===== src/rtl/flash_poll_defs.vh =====
// register offsets, field positions, reset values and result codes
// of the busy-poll sequencer; included by the sequencer, its assertions and its bench
`ifndef FLASH_POLL_DEFS_VH
`define FLASH_POLL_DEFS_VH

// ************************************************************
// register offsets (byte addresses, one word each)
// ************************************************************
`define OFS_CTRL       12'h000
`define OFS_STATUS     12'h004
`define OFS_INTERVAL   12'h008
`define OFS_LIMIT      12'h00C
`define OFS_IRQ_STAT   12'h010
`define OFS_IRQ_CLR    12'h014
`define OFS_IRQ_EN     12'h018
`define OFS_SCLK_DIV   12'h01C

// ************************************************************
// field positions
// ************************************************************
`define CTRL_START     0
`define CTRL_OP        1
`define CTRL_MODE      2
`define CTRL_INIT_DONE 3
`define ST_BUSY        0
`define ST_RES_LO      4
`define ST_RES_HI      6
`define ST_WIDE_OK     8
`define ST_SR_LO       16
`define ST_SR_HI       23
`define ST_SEC_LO      24
`define ST_SEC_HI      31
`define IRQ_DONE       0
`define IRQ_ERR        1

// ************************************************************
// reset values
// ************************************************************
`define RST_INTERVAL   32'h0000_0400
`define RST_LIMIT      32'h0000_0010
`define RST_SCLK_DIV   8'h04
`define MIN_SCLK_DIV   8'h04

// ************************************************************
// result codes
// ************************************************************
`define RES_SUCCESS    3'h0
`define RES_PARAM_ERR  3'h1
`define RES_HARD_ERR   3'h2
`define RES_TIMEOUT    3'h3
`define RES_OTHER_ERR  3'h4

`endif


===== src/rtl/flash_busy_poll_ctrl.v =====
// busy-poll sequencer for a serial nor flash, an apb slave toward software
// and the spi single master toward the flash; one clock, one sync reset
//
// Overview of operation
// - standalone wait command confirms a write or erase has finished
// - poll limit zero: wait one poll interval of busy time, then conclude
// - nonzero limit: poll up to interval times limit, then report timeout
// - wait mode selects register-write wait or program/erase wait
// - register-write wait: repeat read-status, judge by write-in-progress flag only
// - program/erase wait: poll until ready, read security, flag fail bits
// - interval and limit are software-set per operation class
// - result is success, parameter, hardware or timeout error; no path reports other error
// - wide-address entry then read configuration; clear flag means failure
// - after initialisation is reported done, wide-address entry runs once
`timescale 1ns/10ps
`include "flash_poll_defs.vh"
module flash_busy_poll_ctrl #(
  parameter [7:0] READ_STATUS_CMD   = 8'h05,
  parameter [7:0] READ_SECURITY_CMD = 8'h2B,
  parameter [7:0] ENTER_WIDE_CMD    = 8'hB7,
  parameter [7:0] READ_CONFIG_CMD   = 8'h15,
  parameter       BUSY_BIT          = 0,
  parameter       PROG_FAIL_BIT     = 5,
  parameter       ERASE_FAIL_BIT    = 6,
  parameter       WIDE_ADDR_BIT     = 5
) (
  input  wire        CLK_SYS_IN,
  input  wire        SYS_RST_IN,
  input  wire        PSEL_IN,
  input  wire        PENABLE_IN,
  input  wire        PWRITE_IN,
  input  wire [11:0] PADDR_IN,
  input  wire [31:0] PWDATA_IN,
  output wire        PREADY_OUT,
  output reg  [31:0] PRDATA_OUT,
  output wire        PSLVERR_OUT,
  output wire        IRQ_OUT,
  output wire        SPI_SCLK_OUT,
  output reg         SPI_CS_N_OUT,
  output wire        SPI_MOSI_OUT,
  input  wire        SPI_MISO_IN
);

  // ************************************************************
  // states and frame kinds
  // ************************************************************
  localparam [2:0] S_IDLE = 3'd0;
  localparam [2:0] S_CSLO = 3'd1;
  localparam [2:0] S_CMD  = 3'd2;
  localparam [2:0] S_DATA = 3'd3;
  localparam [2:0] S_CSHI = 3'd4;
  localparam [2:0] S_WAIT = 3'd5;

  localparam [1:0] K_STATUS   = 2'd0;
  localparam [1:0] K_SECURITY = 2'd1;
  localparam [1:0] K_ENTER    = 2'd2;
  localparam [1:0] K_CONFIG   = 2'd3;

  // ************************************************************
  // declarations
  // ************************************************************
  reg  [2:0]  state_reg;
  reg  [1:0]  kind_reg;
  reg         mode_reg;
  reg  [31:0] interval_reg;
  reg  [31:0] limit_reg;
  reg  [7:0]  div_reg;
  reg  [31:0] wait_cnt_reg;
  reg  [31:0] poll_cnt_reg;
  reg  [2:0]  result_reg;
  reg         wide_ok_reg;
  reg  [7:0]  status_byte_reg;
  reg  [7:0]  sec_byte_reg;
  reg  [1:0]  irq_stat_reg;
  reg  [1:0]  irq_en_reg;
  reg         init_done_reg;
  reg         auto_done_reg;
  reg         miso_s1_reg;
  reg         miso_s2_reg;
  reg         eng_start;
  reg  [7:0]  eng_tx;
  reg         finish;
  reg  [2:0]  finish_res;
  wire        eng_done;
  wire [7:0]  eng_rx;
  wire        wr_en;
  wire        rd_en;
  wire        mapped;
  wire        busy;
  wire        sw_start;
  wire        auto_start;
  wire [31:0] eff_limit;
  wire [7:0]  half_period;

  assign busy        = (state_reg != S_IDLE);
  assign wr_en       = PSEL_IN & PENABLE_IN & PWRITE_IN;
  assign rd_en       = PSEL_IN & ~PWRITE_IN;
  assign mapped      = (PADDR_IN == `OFS_CTRL) || (PADDR_IN == `OFS_STATUS) ||
                       (PADDR_IN == `OFS_INTERVAL) || (PADDR_IN == `OFS_LIMIT) ||
                       (PADDR_IN == `OFS_IRQ_STAT) || (PADDR_IN == `OFS_IRQ_CLR) ||
                       (PADDR_IN == `OFS_IRQ_EN) || (PADDR_IN == `OFS_SCLK_DIV);
  assign PREADY_OUT  = 1'b1;
  assign PSLVERR_OUT = PSEL_IN & PENABLE_IN & ~mapped;
  assign sw_start    = wr_en && (PADDR_IN == `OFS_CTRL) && PWDATA_IN[`CTRL_START];
  // entry fires once, the first time software reports driver init done
  assign auto_start  = init_done_reg && !auto_done_reg && !busy;
  // a zero limit behaves as one interval of busy time
  assign eff_limit   = (limit_reg == 32'h0) ? 32'h1 : limit_reg;
  assign half_period = (div_reg < `MIN_SCLK_DIV) ? `MIN_SCLK_DIV : div_reg;
  assign IRQ_OUT     = |(irq_stat_reg & irq_en_reg);

  // ************************************************************
  // miso synchroniser
  // ************************************************************
  always @(posedge CLK_SYS_IN) begin
    if (SYS_RST_IN) begin
      miso_s1_reg <= 1'b0;
      miso_s2_reg <= 1'b0;
    end else begin
      miso_s1_reg <= SPI_MISO_IN;
      miso_s2_reg <= miso_s1_reg;
    end
  end

  spi_byte_shifter shifter (
    .clk         (CLK_SYS_IN),
    .rst         (SYS_RST_IN),
    .half_period (half_period),
    .start       (eng_start),
    .tx_byte     (eng_tx),
    .miso_sync   (miso_s2_reg),
    .sclk_out    (SPI_SCLK_OUT),
    .mosi_out    (SPI_MOSI_OUT),
    .rx_byte     (eng_rx),
    .done        (eng_done)
  );

  // ************************************************************
  // apb registers
  // ************************************************************
  // writes to interval and limit while busy are ignored so a running
  // wait keeps the per-class values it was started with
  always @(posedge CLK_SYS_IN) begin
    if (SYS_RST_IN) begin
      interval_reg  <= `RST_INTERVAL;
      limit_reg     <= `RST_LIMIT;
      div_reg       <= `RST_SCLK_DIV;
      irq_en_reg    <= 2'h0;
      init_done_reg <= 1'b0;
    end else if (wr_en) begin
      if (PADDR_IN == `OFS_CTRL) begin
        if (PWDATA_IN[`CTRL_INIT_DONE])
          init_done_reg <= 1'b1;
      end else if (PADDR_IN == `OFS_INTERVAL && !busy) begin
        interval_reg <= PWDATA_IN;
      end else if (PADDR_IN == `OFS_LIMIT && !busy) begin
        limit_reg <= PWDATA_IN;
      end else if (PADDR_IN == `OFS_IRQ_EN) begin
        irq_en_reg <= PWDATA_IN[1:0];
      end else if (PADDR_IN == `OFS_SCLK_DIV && !busy) begin
        div_reg <= PWDATA_IN[7:0];
      end
    end
  end

  always @(posedge CLK_SYS_IN) begin
    if (SYS_RST_IN) begin
      PRDATA_OUT <= 32'h0;
    end else if (rd_en && !PENABLE_IN) begin
      if (PADDR_IN == `OFS_CTRL)
        PRDATA_OUT <= {28'h0, init_done_reg, mode_reg, kind_reg[1], busy};
      else if (PADDR_IN == `OFS_STATUS)
        PRDATA_OUT <= {sec_byte_reg, status_byte_reg, 7'h0, wide_ok_reg,
                       1'b0, result_reg, 3'h0, busy};
      else if (PADDR_IN == `OFS_INTERVAL)
        PRDATA_OUT <= interval_reg;
      else if (PADDR_IN == `OFS_LIMIT)
        PRDATA_OUT <= limit_reg;
      else if (PADDR_IN == `OFS_IRQ_STAT)
        PRDATA_OUT <= {30'h0, irq_stat_reg};
      else if (PADDR_IN == `OFS_IRQ_EN)
        PRDATA_OUT <= {30'h0, irq_en_reg};
      else if (PADDR_IN == `OFS_SCLK_DIV)
        PRDATA_OUT <= {24'h0, div_reg};
      else
        PRDATA_OUT <= 32'h0;
    end
  end

  // ************************************************************
  // interrupt status: set wins over clear
  // ************************************************************
  always @(posedge CLK_SYS_IN) begin
    if (SYS_RST_IN) begin
      irq_stat_reg <= 2'h0;
    end else begin
      if (wr_en && PADDR_IN == `OFS_IRQ_CLR)
        irq_stat_reg <= irq_stat_reg & ~PWDATA_IN[1:0] |
                        {finish && finish_res != `RES_SUCCESS, finish};
      else
        irq_stat_reg <= irq_stat_reg | {finish && finish_res != `RES_SUCCESS, finish};
    end
  end

  // ************************************************************
  // sequencer
  // ************************************************************
  always @* begin
    eng_start  = 1'b0;
    eng_tx     = 8'h00;
    finish     = 1'b0;
    finish_res = `RES_SUCCESS;
    if (state_reg == S_CSLO) begin
      eng_start = 1'b1;
      if (kind_reg == K_STATUS)
        eng_tx = READ_STATUS_CMD;
      else if (kind_reg == K_SECURITY)
        eng_tx = READ_SECURITY_CMD;
      else if (kind_reg == K_ENTER)
        eng_tx = ENTER_WIDE_CMD;
      else
        eng_tx = READ_CONFIG_CMD;
    end else if (state_reg == S_CMD && eng_done && kind_reg != K_ENTER) begin
      eng_start = 1'b1;
    end else if (state_reg == S_IDLE && !auto_start && sw_start) begin
      // a zero interval could never space the polls apart
      if (!PWDATA_IN[`CTRL_OP] && interval_reg == 32'h0) begin
        finish     = 1'b1;
        finish_res = `RES_PARAM_ERR;
      end
    end else if (state_reg == S_CSHI) begin
      if (kind_reg == K_STATUS && status_byte_reg[BUSY_BIT] &&
          poll_cnt_reg >= eff_limit) begin
        finish     = 1'b1;
        finish_res = `RES_TIMEOUT;
      end else if (kind_reg == K_STATUS && !status_byte_reg[BUSY_BIT] && !mode_reg) begin
        finish = 1'b1;
      end else if (kind_reg == K_SECURITY) begin
        finish     = 1'b1;
        finish_res = (sec_byte_reg[ERASE_FAIL_BIT] || sec_byte_reg[PROG_FAIL_BIT]) ?
                     `RES_HARD_ERR : `RES_SUCCESS;
      end else if (kind_reg == K_CONFIG) begin
        finish     = 1'b1;
        finish_res = status_byte_reg[WIDE_ADDR_BIT] ? `RES_SUCCESS : `RES_HARD_ERR;
      end
    end
  end

  always @(posedge CLK_SYS_IN) begin
    if (SYS_RST_IN) begin
      state_reg       <= S_IDLE;
      kind_reg        <= K_STATUS;
      mode_reg        <= 1'b0;
      SPI_CS_N_OUT    <= 1'b1;
      wait_cnt_reg    <= 32'h0;
      poll_cnt_reg    <= 32'h0;
      result_reg      <= `RES_SUCCESS;
      wide_ok_reg     <= 1'b0;
      status_byte_reg <= 8'h00;
      sec_byte_reg    <= 8'h00;
      auto_done_reg   <= 1'b0;
    end else begin
      if (finish)
        result_reg <= finish_res;
      case (state_reg)
        S_IDLE: begin
          poll_cnt_reg <= 32'h0;
          if (auto_start) begin
            auto_done_reg <= 1'b1;
            kind_reg      <= K_ENTER;
            state_reg     <= S_CSLO;
          end else if (sw_start && !finish) begin
            // standalone wait, or a wide-address entry on request
            mode_reg  <= PWDATA_IN[`CTRL_MODE];
            kind_reg  <= PWDATA_IN[`CTRL_OP] ? K_ENTER : K_STATUS;
            state_reg <= S_CSLO;
          end
        end
        S_CSLO: begin
          SPI_CS_N_OUT <= 1'b0;
          state_reg    <= S_CMD;
        end
        S_CMD: begin
          if (eng_done)
            state_reg <= (kind_reg == K_ENTER) ? S_CSHI : S_DATA;
        end
        S_DATA: begin
          if (eng_done) begin
            if (kind_reg == K_SECURITY)
              sec_byte_reg <= eng_rx;
            else
              status_byte_reg <= eng_rx;
            state_reg <= S_CSHI;
          end
        end
        S_CSHI: begin
          SPI_CS_N_OUT <= 1'b1;
          if (kind_reg == K_CONFIG)
            wide_ok_reg <= status_byte_reg[WIDE_ADDR_BIT];
          if (finish) begin
            state_reg <= S_IDLE;
          end else if (kind_reg == K_ENTER) begin
            kind_reg  <= K_CONFIG;
            state_reg <= S_WAIT;
            wait_cnt_reg <= {24'h0, half_period};
          end else if (status_byte_reg[BUSY_BIT]) begin
            wait_cnt_reg <= interval_reg;
            state_reg    <= S_WAIT;
          end else begin
            kind_reg     <= K_SECURITY;
            wait_cnt_reg <= {24'h0, half_period};
            state_reg    <= S_WAIT;
          end
        end
        S_WAIT: begin
          if (wait_cnt_reg <= 32'h1) begin
            if (kind_reg == K_STATUS)
              poll_cnt_reg <= poll_cnt_reg + 32'h1;
            state_reg <= S_CSLO;
          end else begin
            wait_cnt_reg <= wait_cnt_reg - 32'h1;
          end
        end
        default: begin
          state_reg <= S_IDLE;
        end
      endcase
    end
  end

endmodule


===== src/rtl/spi_byte_shifter.v =====
// one-byte spi mode 0 shifter, msb first, sclk made by a divider
// assumes miso already passed two flip-flops; chip select is the caller's
`timescale 1ns/10ps
module spi_byte_shifter (
  input  wire       clk,
  input  wire       rst,
  input  wire [7:0] half_period,
  input  wire       start,
  input  wire [7:0] tx_byte,
  input  wire       miso_sync,
  output reg        sclk_out,
  output reg        mosi_out,
  output reg  [7:0] rx_byte,
  output reg        done
);

  reg        active_reg;
  reg  [7:0] div_reg;
  reg  [2:0] bit_reg;
  reg  [7:0] tx_reg;

  // ************************************************************
  // shift engine
  // ************************************************************
  // miso is taken at the falling edge: the two-stage sync needs a
  // half period of at least four clocks, the caller enforces it
  always @(posedge clk) begin
    done <= 1'b0;
    if (rst) begin
      active_reg <= 1'b0;
      div_reg    <= 8'h00;
      bit_reg    <= 3'h0;
      tx_reg     <= 8'h00;
      sclk_out   <= 1'b0;
      mosi_out   <= 1'b0;
      rx_byte    <= 8'h00;
    end else if (!active_reg) begin
      sclk_out <= 1'b0;
      if (start) begin
        active_reg <= 1'b1;
        tx_reg     <= {tx_byte[6:0], 1'b0};
        mosi_out   <= tx_byte[7];
        bit_reg    <= 3'h0;
        div_reg    <= 8'h01;
      end
    end else if (div_reg >= half_period) begin
      div_reg  <= 8'h01;
      sclk_out <= ~sclk_out;
      if (sclk_out) begin
        rx_byte <= {rx_byte[6:0], miso_sync};
        bit_reg <= bit_reg + 3'h1;
        if (bit_reg == 3'h7) begin
          active_reg <= 1'b0;
          done       <= 1'b1;
        end else begin
          mosi_out <= tx_reg[7];
          tx_reg   <= {tx_reg[6:0], 1'b0};
        end
      end
    end else begin
      div_reg <= div_reg + 8'h01;
    end
  end

endmodule


===== config.mk =====
export PLATFORM = sky130hd
export DESIGN_NAME = flash_busy_poll_ctrl
export DESIGN_NICKNAME = d
export VERILOG_FILES = /design/src/rtl/flash_busy_poll_ctrl.v /design/src/rtl/spi_byte_shifter.v
export VERILOG_INCLUDE_DIRS = /design/src /design/src/rtl
export SDC_FILE = /design/constraint.sdc
export NUM_CORES = 1
export LEC_CHECK = 0
export ABC_AREA = 1
export BUFFER_PORTS_ARGS = -buffer_cell sky130_fd_sc_hd__buf_2
export CAP_MARGIN = 20
export CORE_ASPECT_RATIO = 1.5
export CORE_MARGIN = 4
export CORE_UTILIZATION = 40
export CTS_BUF_LIST = sky130_fd_sc_hd__clkbuf_16
export DETAILED_ROUTE_END_ITERATION = 8
export GPL_TIMING_DRIVEN = 0
export PLACE_DENSITY = 0.56
export SLEW_MARGIN = 20
export SYNTH_ARGS = -nofsm -noshare
export SYNTH_HDL_FRONTEND = slang
export SYNTH_SLANG_ARGS = --single-unit

===== constraint.sdc =====
create_clock -name CLK_SYS_IN -period 2.7 [get_ports CLK_SYS_IN]
set_input_delay 0.54 -clock CLK_SYS_IN [delete_from_list [all_inputs] [get_ports CLK_SYS_IN]]
set_output_delay 0.54 -clock CLK_SYS_IN [all_outputs]
set_load 0.1 [all_outputs]

==> results of run 1 <==
kinds of logic (layout without fill, tap and decap cells):
family / count (synthesis) / count (layout) / synth area share [%]
AO/OA/AOI/OAI: 465 / 465 / 20.56
XOR/XNOR: 34 / 34 / 2.360
adder cells (fa/ha/maj): 52 / 52 / 5.156
buffers and inverters: 302 / 455 / 9.667
flip-flops: 232 / 232 / 36.80
other: 1 / 1 / 0.02972
AND/OR/NAND/NOR: 739 / 739 / 25.42
where the power goes:
group | internal [mW] | leakage [nW] | switching, mW | total, mW
combinational | 1.11 | 3.69 | 2.37 | 3.48
sequential | 3.56 | 1.87 | 0.116 | 3.67
clock | 1.87 | 0.402 | 1.50 | 3.37
total | 6.54 | 5.97 | 3.99 | 10.5
stage by stage:
| stage | cells | setup TNS [ns] |
|---|---|---|
| global placement | 2316 | -33.29 |
| detailed placement | 2316 | -36.81 |
| CTS | 2377 | -1.200 |
| finish | 2383 | -2.394 |
| global route | 2383 | -5.666 |
| floorplan | 1825 | 0 |
critical path, cell delays in order, from the launching register on:
cell and delay [ns]:
dfxtp_1 0.31, inv_2 0.15, nand4_1 0.17, nor4_4 0.29, a41o_1 0.22, ha_1 0.23, nand2_1 0.07, nor2_1 0.05
nand2_1 0.07, nor2_1 0.04, nor2_1 0.11, nand2_2 0.12, nand2_2 0.11, nand2_4 0.07, nand2_4 0.08, nand2_4 0.06
nand2_8 0.12, nand2_8 0.08, buf_6 0.16, nand2_1 0.06, a21oi_1 0.05
repair_timing:
| action | in CTS | in global routing |
|---|---|---|
| hold endpoints to repair | 0 | 0 |
| gates cloned | 1 | 0 |
| pin swaps | 8 | 9 |
| setup buffers | 15 | 6 |
| gates resized for setup | 52 | 23 |
| setup endpoints to repair | 61 | 67 |
path summary, 6_finish.rpt:
check / endpoint / slack [ns] / depth (start not counted)
max reg2reg: wait_cnt_reg[17] / -0.09 / 20
max: wait_cnt_reg[17] / -0.09 / 20
min: miso_s1_reg / 0.25 / 3
min reg2reg: miso_s2_reg / 0.40 / 2
final cells by class:
type / count / area [um2] / share of cell area (%)
clock inverters: 20 / 141.4 / 0.9566
plain buffers: 78 / 422.9 / 2.861
inverters: 224 / 854.6 / 5.782
multi-input cells: 1291 / 6924 / 46.85
clock buffers: 25 / 625.6 / 4.233
well taps: 405 / 506.7 / 3.428
repair buffers: 108 / 655.6 / 4.436
flip-flops and latches: 232 / 4649 / 31.46
layout by cell type (no fill, tap or decap), types with 13 or more instances in the layout:
cell type,n
a21oi_1,216
buf_2,93
buf_4,24
clkbuf_1,50
clkbuf_16,25
dfxtp_1,228
ha_1,52
inv_1,207
inv_2,17
nand2_1,342
nand3_1,87
nand4_1,44
nor2_1,172
nor3_1,41
o21ai_0,145
o221ai_1,21
o22ai_1,18
xnor2_1,13
xor2_1,21
Yosys cell counts, drive strengths merged (2+ instances only):
| cell | n | share of area, % |
|---|---|---|
| nand2 | 357 | 11 |
| dfxtp | 232 | 37 |
| a21oi | 220 | 8.8 |
| inv | 218 | 6.5 |
| nor2 | 186 | 6.0 |
| o21ai | 151 | 6.0 |
| nand3 | 92 | 3.8 |
| ha | 52 | 5.2 |
| clkbuf | 51 | 1.5 |
| nor3 | 46 | 2.0 |
| nand4 | 45 | 2.3 |
| buf | 27 | 1.4 |
| o221ai | 21 | 1.5 |
| xor2 | 21 | 1.5 |
| o22ai | 18 | 0.89 |
| xnor2 | 13 | 0.90 |
| o31ai | 11 | 0.65 |
| a211oi | 10 | 0.59 |
| nor4 | 10 | 0.50 |
| a31oi | 7 | 0.35 |
| o211ai | 7 | 0.46 |
| clkinv | 6 | 0.23 |
| a21o | 3 | 0.18 |
| a32oi | 3 | 0.21 |
| o21a | 3 | 0.18 |
| o32ai | 3 | 0.21 |
| a22oi | 2 | 0.12 |
routing by layer:
layer / GRT usage (%) / part of all wire (%)
met1: 29.67 / 38
met3: 2.632 / 4.3
met5: 0 / 0
met4: 14.18 / 5.6
met2: 50.61 / 52
==> impl_metrics.yaml, run 1 <==
route:
  firstDrtPassIters: 5
  viasPerCell: 5.512
  routed_wl_um: 48530
  ant_nets: 0
  dr_total_vias: 13130
  drc: 0
  routedWlPerCell_um: 20.36
  drt_iter0_drc: 771
finish:
  drive_above_1_share_pct: 12.29
  fill_cells: 3276
  insertedDiodeCount: 0
  final_nets: 2062
  final_core_util_pct: 47.62
  final_area_um2: 14780
  syn_to_final_growth_pct: 17.12
setup_path:
  r2r_start: "limit_reg[1]"
  critPathRequiredTime_ns: 3.09
  crit_path_start: "limit_reg[1]"
  crit_arrival_ns: 3.17
  crit_type: "reg -> reg"
  endpoint_kind: "flop"
  cp-start-kind: "flop"
  critical_path_peak_fanout: 10
sta:
  hold_violations: 0
  skew_ns: 0.01566
  finalCritPeriodShare_pct: 103.2
  fin_hold_ws_ns: 0.2496
  setup_viol: 34
  fmax_mhz: 358.8
  drv_slew: 0
  setup_ws_ns: -0.08708
  period_needed_ns: 2.787
  slew-limit-headroom_pct: 29.68
  rsz0062_at_grt: "yes"
  worst_pin_slew_ns: 1.049
worst_hold_path:
  hold_class: "in -> reg"
  hold_start: "SPI_MISO_IN"
power_and_ir_drop:
  power.density_nw_per_um2: 712.1
  leakagePower_nw: 5.969
  ir_drop_v: 0.0003925
  power_mw: 10.53
floorplan:
  die_y_um: 225.5
  die-area_um2: 34510
  rows: 79
  start_util_pct: 40.66
  fp.dieW_um: 153.0
  core_um2: 31040
  io_pins: 88
grt:
  grt_pass1_wl_um: 72620
  grt_max_degree: 14
  grt_pass1_vias: 12700
  grtUsageTotal_pct: 26.90
  antenna_found_initial: 0
  grt_overflow: 0
synth:
  netlist_instances: 1825
  synth_edf_count: 0
  synth.avg_cell_area_um2: 6.915
  yosysWarnings: 0
  synth-main-ff-cell: "dfxtp_1"
  yosysSeqAreaShare_pct: 36.80
  synth.net_count: 1927
  async_flop_share_pct: 0
  ys_ff_latch: 232
  yosys.cell_types.count: 56
  syn-cell-area_um2: 12620
clocking:
  cts_sinks: 232
  cts_htree_levels: 1
  cts_tree: "done"
  insertion_delay_ns: 0.55
  hold_buffers: 0
  clk_pin_slew_worst_paths_ns: 0.06
  clockBufferDepth: 3
  root_buffer: "clkbuf_16"
  cts_buffers: 25
run_status:
  violations: "setup timing"
  outcome: "finished with violations"
place:
  place_congestion: 0.9992
  dp_slack_ns: -0.8837
  portBuffers: 86
  dpl_cell_area_um2: 13570
  place_hpwl_um: 37730
job:
  drv_cap: 0
No activity file was read; power rests on OpenSTA's default activity.
==> run 2: changes to the inputs <==
--- a/config.mk
+++ b/config.mk
@@ -15,7 +15,9 @@
 export CTS_BUF_LIST = sky130_fd_sc_hd__clkbuf_16
 export DETAILED_ROUTE_END_ITERATION = 8
 export GPL_TIMING_DRIVEN = 0
+export HOLD_SLACK_MARGIN = 0.02
 export PLACE_DENSITY = 0.56
+export SETUP_SLACK_MARGIN = 0.4
 export SLEW_MARGIN = 20
 export SYNTH_ARGS = -nofsm -noshare
 export SYNTH_HDL_FRONTEND = slang
==> run 2 against run 1 <==
Effect of this change:
- the run still ends with setup timing left
- clock power increased by 9.5%
- cell area grew 7.9%
- sequential cell count did not move
- via count grew 2.0%
- first-iteration DRC count is 27% higher
- largest power group is now combinational logic
==> impl_metrics.yaml, run 2 (synthesis gave the netlist of run 1 again) <==
sta:
  finalCritPeriodShare_pct: 109.6
  period_needed_ns: 2.959
  fmax_mhz: 337.9
  setup_ws_ns: -0.2594
  hold_violations: 0
  skew_ns: 0.01238
  drv_slew: 0
  final.setup.tns_ns: -8.014
  fin_hold_ws_ns: 0.1945
  setup_viol: 37
  worst_pin_slew_ns: 1.077
  rsz0062_at_grt: "yes"
  slew-limit-headroom_pct: 28.17
run_status:
  outcome: "finished with violations"
  violations: "setup timing"
grt:
  grt_pass1_wl_um: 73310
  antenna_found_initial: 2
  grt_overflow: 0
  grt_max_degree: 13
  grtUsageTotal_pct: 27.27
  grt_pass1_vias: 12820
setup_path:
  r2r_start: "limit_reg[0]"
  r2r_cells: 21
  critPathRequiredTime_ns: 3.10
  crit_arrival_ns: 3.36
  cp-start-kind: "flop"
  endpoint_kind: "flop"
  reg2reg_to: "wait_cnt_reg[12]"
  reg2reg_slack_ns: -0.26
  crit_type: "reg -> reg"
  critical_path_peak_fanout: 5
place:
  dpl_cell_area_um2: 13610
  place_congestion: 0.9965
  place_hpwl_um: 37860
  dp_cells: 2317
  portBuffers: 86
finish:
  drive_above_1_share_pct: 20.04
  final_cell_count_no_fill: 2427
  final_cell_mix: "299 x nand2_1, 226 x dfxtp_1, 197 x a21oi_1"
  syn_to_final_growth_pct: 26.36
  fill_cells: 3112
  final_nets: 2107
  final_common_cell: "nand2_1"
  final_area_um2: 15950
worst_hold_path:
  hold_end: "miso_s1_reg"
  hold_class: "in -> reg"
  hold_start: "SPI_MISO_IN"
  hold_path_depth: 3
route:
  drt_iter0_drc: 977
  drc: 0
  viasPerCell: 5.518
  routed_wl_um: 49810
  ant_nets: 0
  firstDrtPassIters: 6
  dr_total_vias: 13390
  routedWlPerCell_um: 20.52
floorplan:
  fp.dieW_um: 153.0
  die-area_um2: 34510
  io_pins: 88
  die_y_um: 225.5
  rows: 79
  start_util_pct: 40.66
  core_um2: 31040
clocking:
  cts_tree: "done"
  cts_buffers: 26
  cts_sinks: 232
  clockBufferDepth: 3
  clk_pin_slew_worst_paths_ns: 0.06
  root_buffer: "clkbuf_16"
  insertion_delay_ns: 0.55
  cts_htree_levels: 1
power_and_ir_drop:
  p_int_mw: 7.142
  p_sw_mw: 4.245
  p_seq_share_pct: 32.3
  power.density_nw_per_um2: 714.1
  p_clk_share_pct: 32.4
  leakagePower_nw: 6.423
  power_mw: 11.39
  ir_drop_v: 0.0004322
  p_comb_share_pct: 35.3
  netSwitchingFraction_pct: 37.28
job:
  drv_cap: 0
[run 2: changes by cell type in the layout (fill, tap and decap cells not counted), sizes merged]
cell / before / now
buf: 135 / 173
clkbuf: 76 / 82
clkinv: 14 / 12
nand2: 357 / 358
clkinvlp: 2 / 0
bufinv: 2 / 4
diode: 0 / 1
[run 2: area by class of cell]
cell class                      count  area (um2)  share of cell area (%)
Antenna cell                        1       2.502                 0.01569
Multi-Input combinational cell   1292        7475                   46.87
Timing Repair inverter              1       11.26                 0.07062
Inverter                          224       865.8                   5.430
Clock buffer                       27       675.6                   4.237
Tap cell                          405       506.7                   3.178
Clock inverter                     17       177.7                   1.114
Timing Repair Buffer              150        1120                   7.022
Buffer                             78       455.4                   2.856
Sequential cell                   232        4657                   29.20
[run 2: worst max-delay path by stage]
stage	start	end
2_1_floorplan	PADDR_IN[1]	PSLVERR_OUT
3_3_place_gp	limit_reg[3]	kind_reg[0]
3_5_place_dp	limit_reg[2]	kind_reg[0]
4_1_cts	limit_reg[8]	kind_reg[0]
5_1_grt	limit_reg[0]	kind_reg[0]
6_report	limit_reg[0]	wait_cnt_reg[12]
[run 2: routing by layer]
layer / routed length [um] / up-vias / global-route usage [%]
li1: - / 6493 / -
met2: 25180 / 483 / 50.23
met3: 3041 / 157 / 3.497
met1: 18540 / 6254 / 30.41
met5: 21 / - / 0
met4: 3019 / 4 / 14.52
[run 2: through the flow]
| step | worst slack [ns] | utilization [%] |
|---|---|---|
| after global routing | -0.3393 | 51.37 |
| after CTS | -0.1848 | 49.00 |
| after detailed placement | -0.8298 | 43.86 |
| final | -0.2594 | 51.38 |
| after floorplan | 0.1824 | - |
| after global placement | -0.8020 | 43.84 |
[run 2: power groups by stage]
stage	clock [mW]	combinational, mW	sequential, mW
final	3.69	4.02	3.68
after global routing	3.84	4.31	3.69
after global placement	0	3.07	3.74
after CTS	3.73	3.57	3.67
after detailed placement	0	3.06	3.75
after floorplan	0	2.10	3.76
[run 2: repair_timing]
item | in CTS | in global routing
endpoints found under the setup margin | 151 | 158
gates cloned | 4 | 4
hold buffers | 0 | 0
hold endpoints to repair | 0 | 0
resized for setup | 153 | 108
setup buffers | 28 | 29
pin swaps | 49 | 51
[run 2: critical path, stage by stage (launching register included)]
cell	delay (ns)
dfxtp_2	0.33
inv_2	0.07
nand4_1	0.17
nor4_4	0.39
a41o_1	0.29
ha_4	0.22
nand2_2	0.05
nor2_1	0.04
nand2_1	0.06
nor2_1	0.04
nor2_2	0.15
nand2_4	0.09
nand2_4	0.07
nand2_4	0.06
nand2_4	0.09
nand2_4	0.05
nand2_4	0.12
buf_4	0.16
nand2_4	0.08
buf_8	0.16
nand2_1	0.05
a21oi_1	0.06
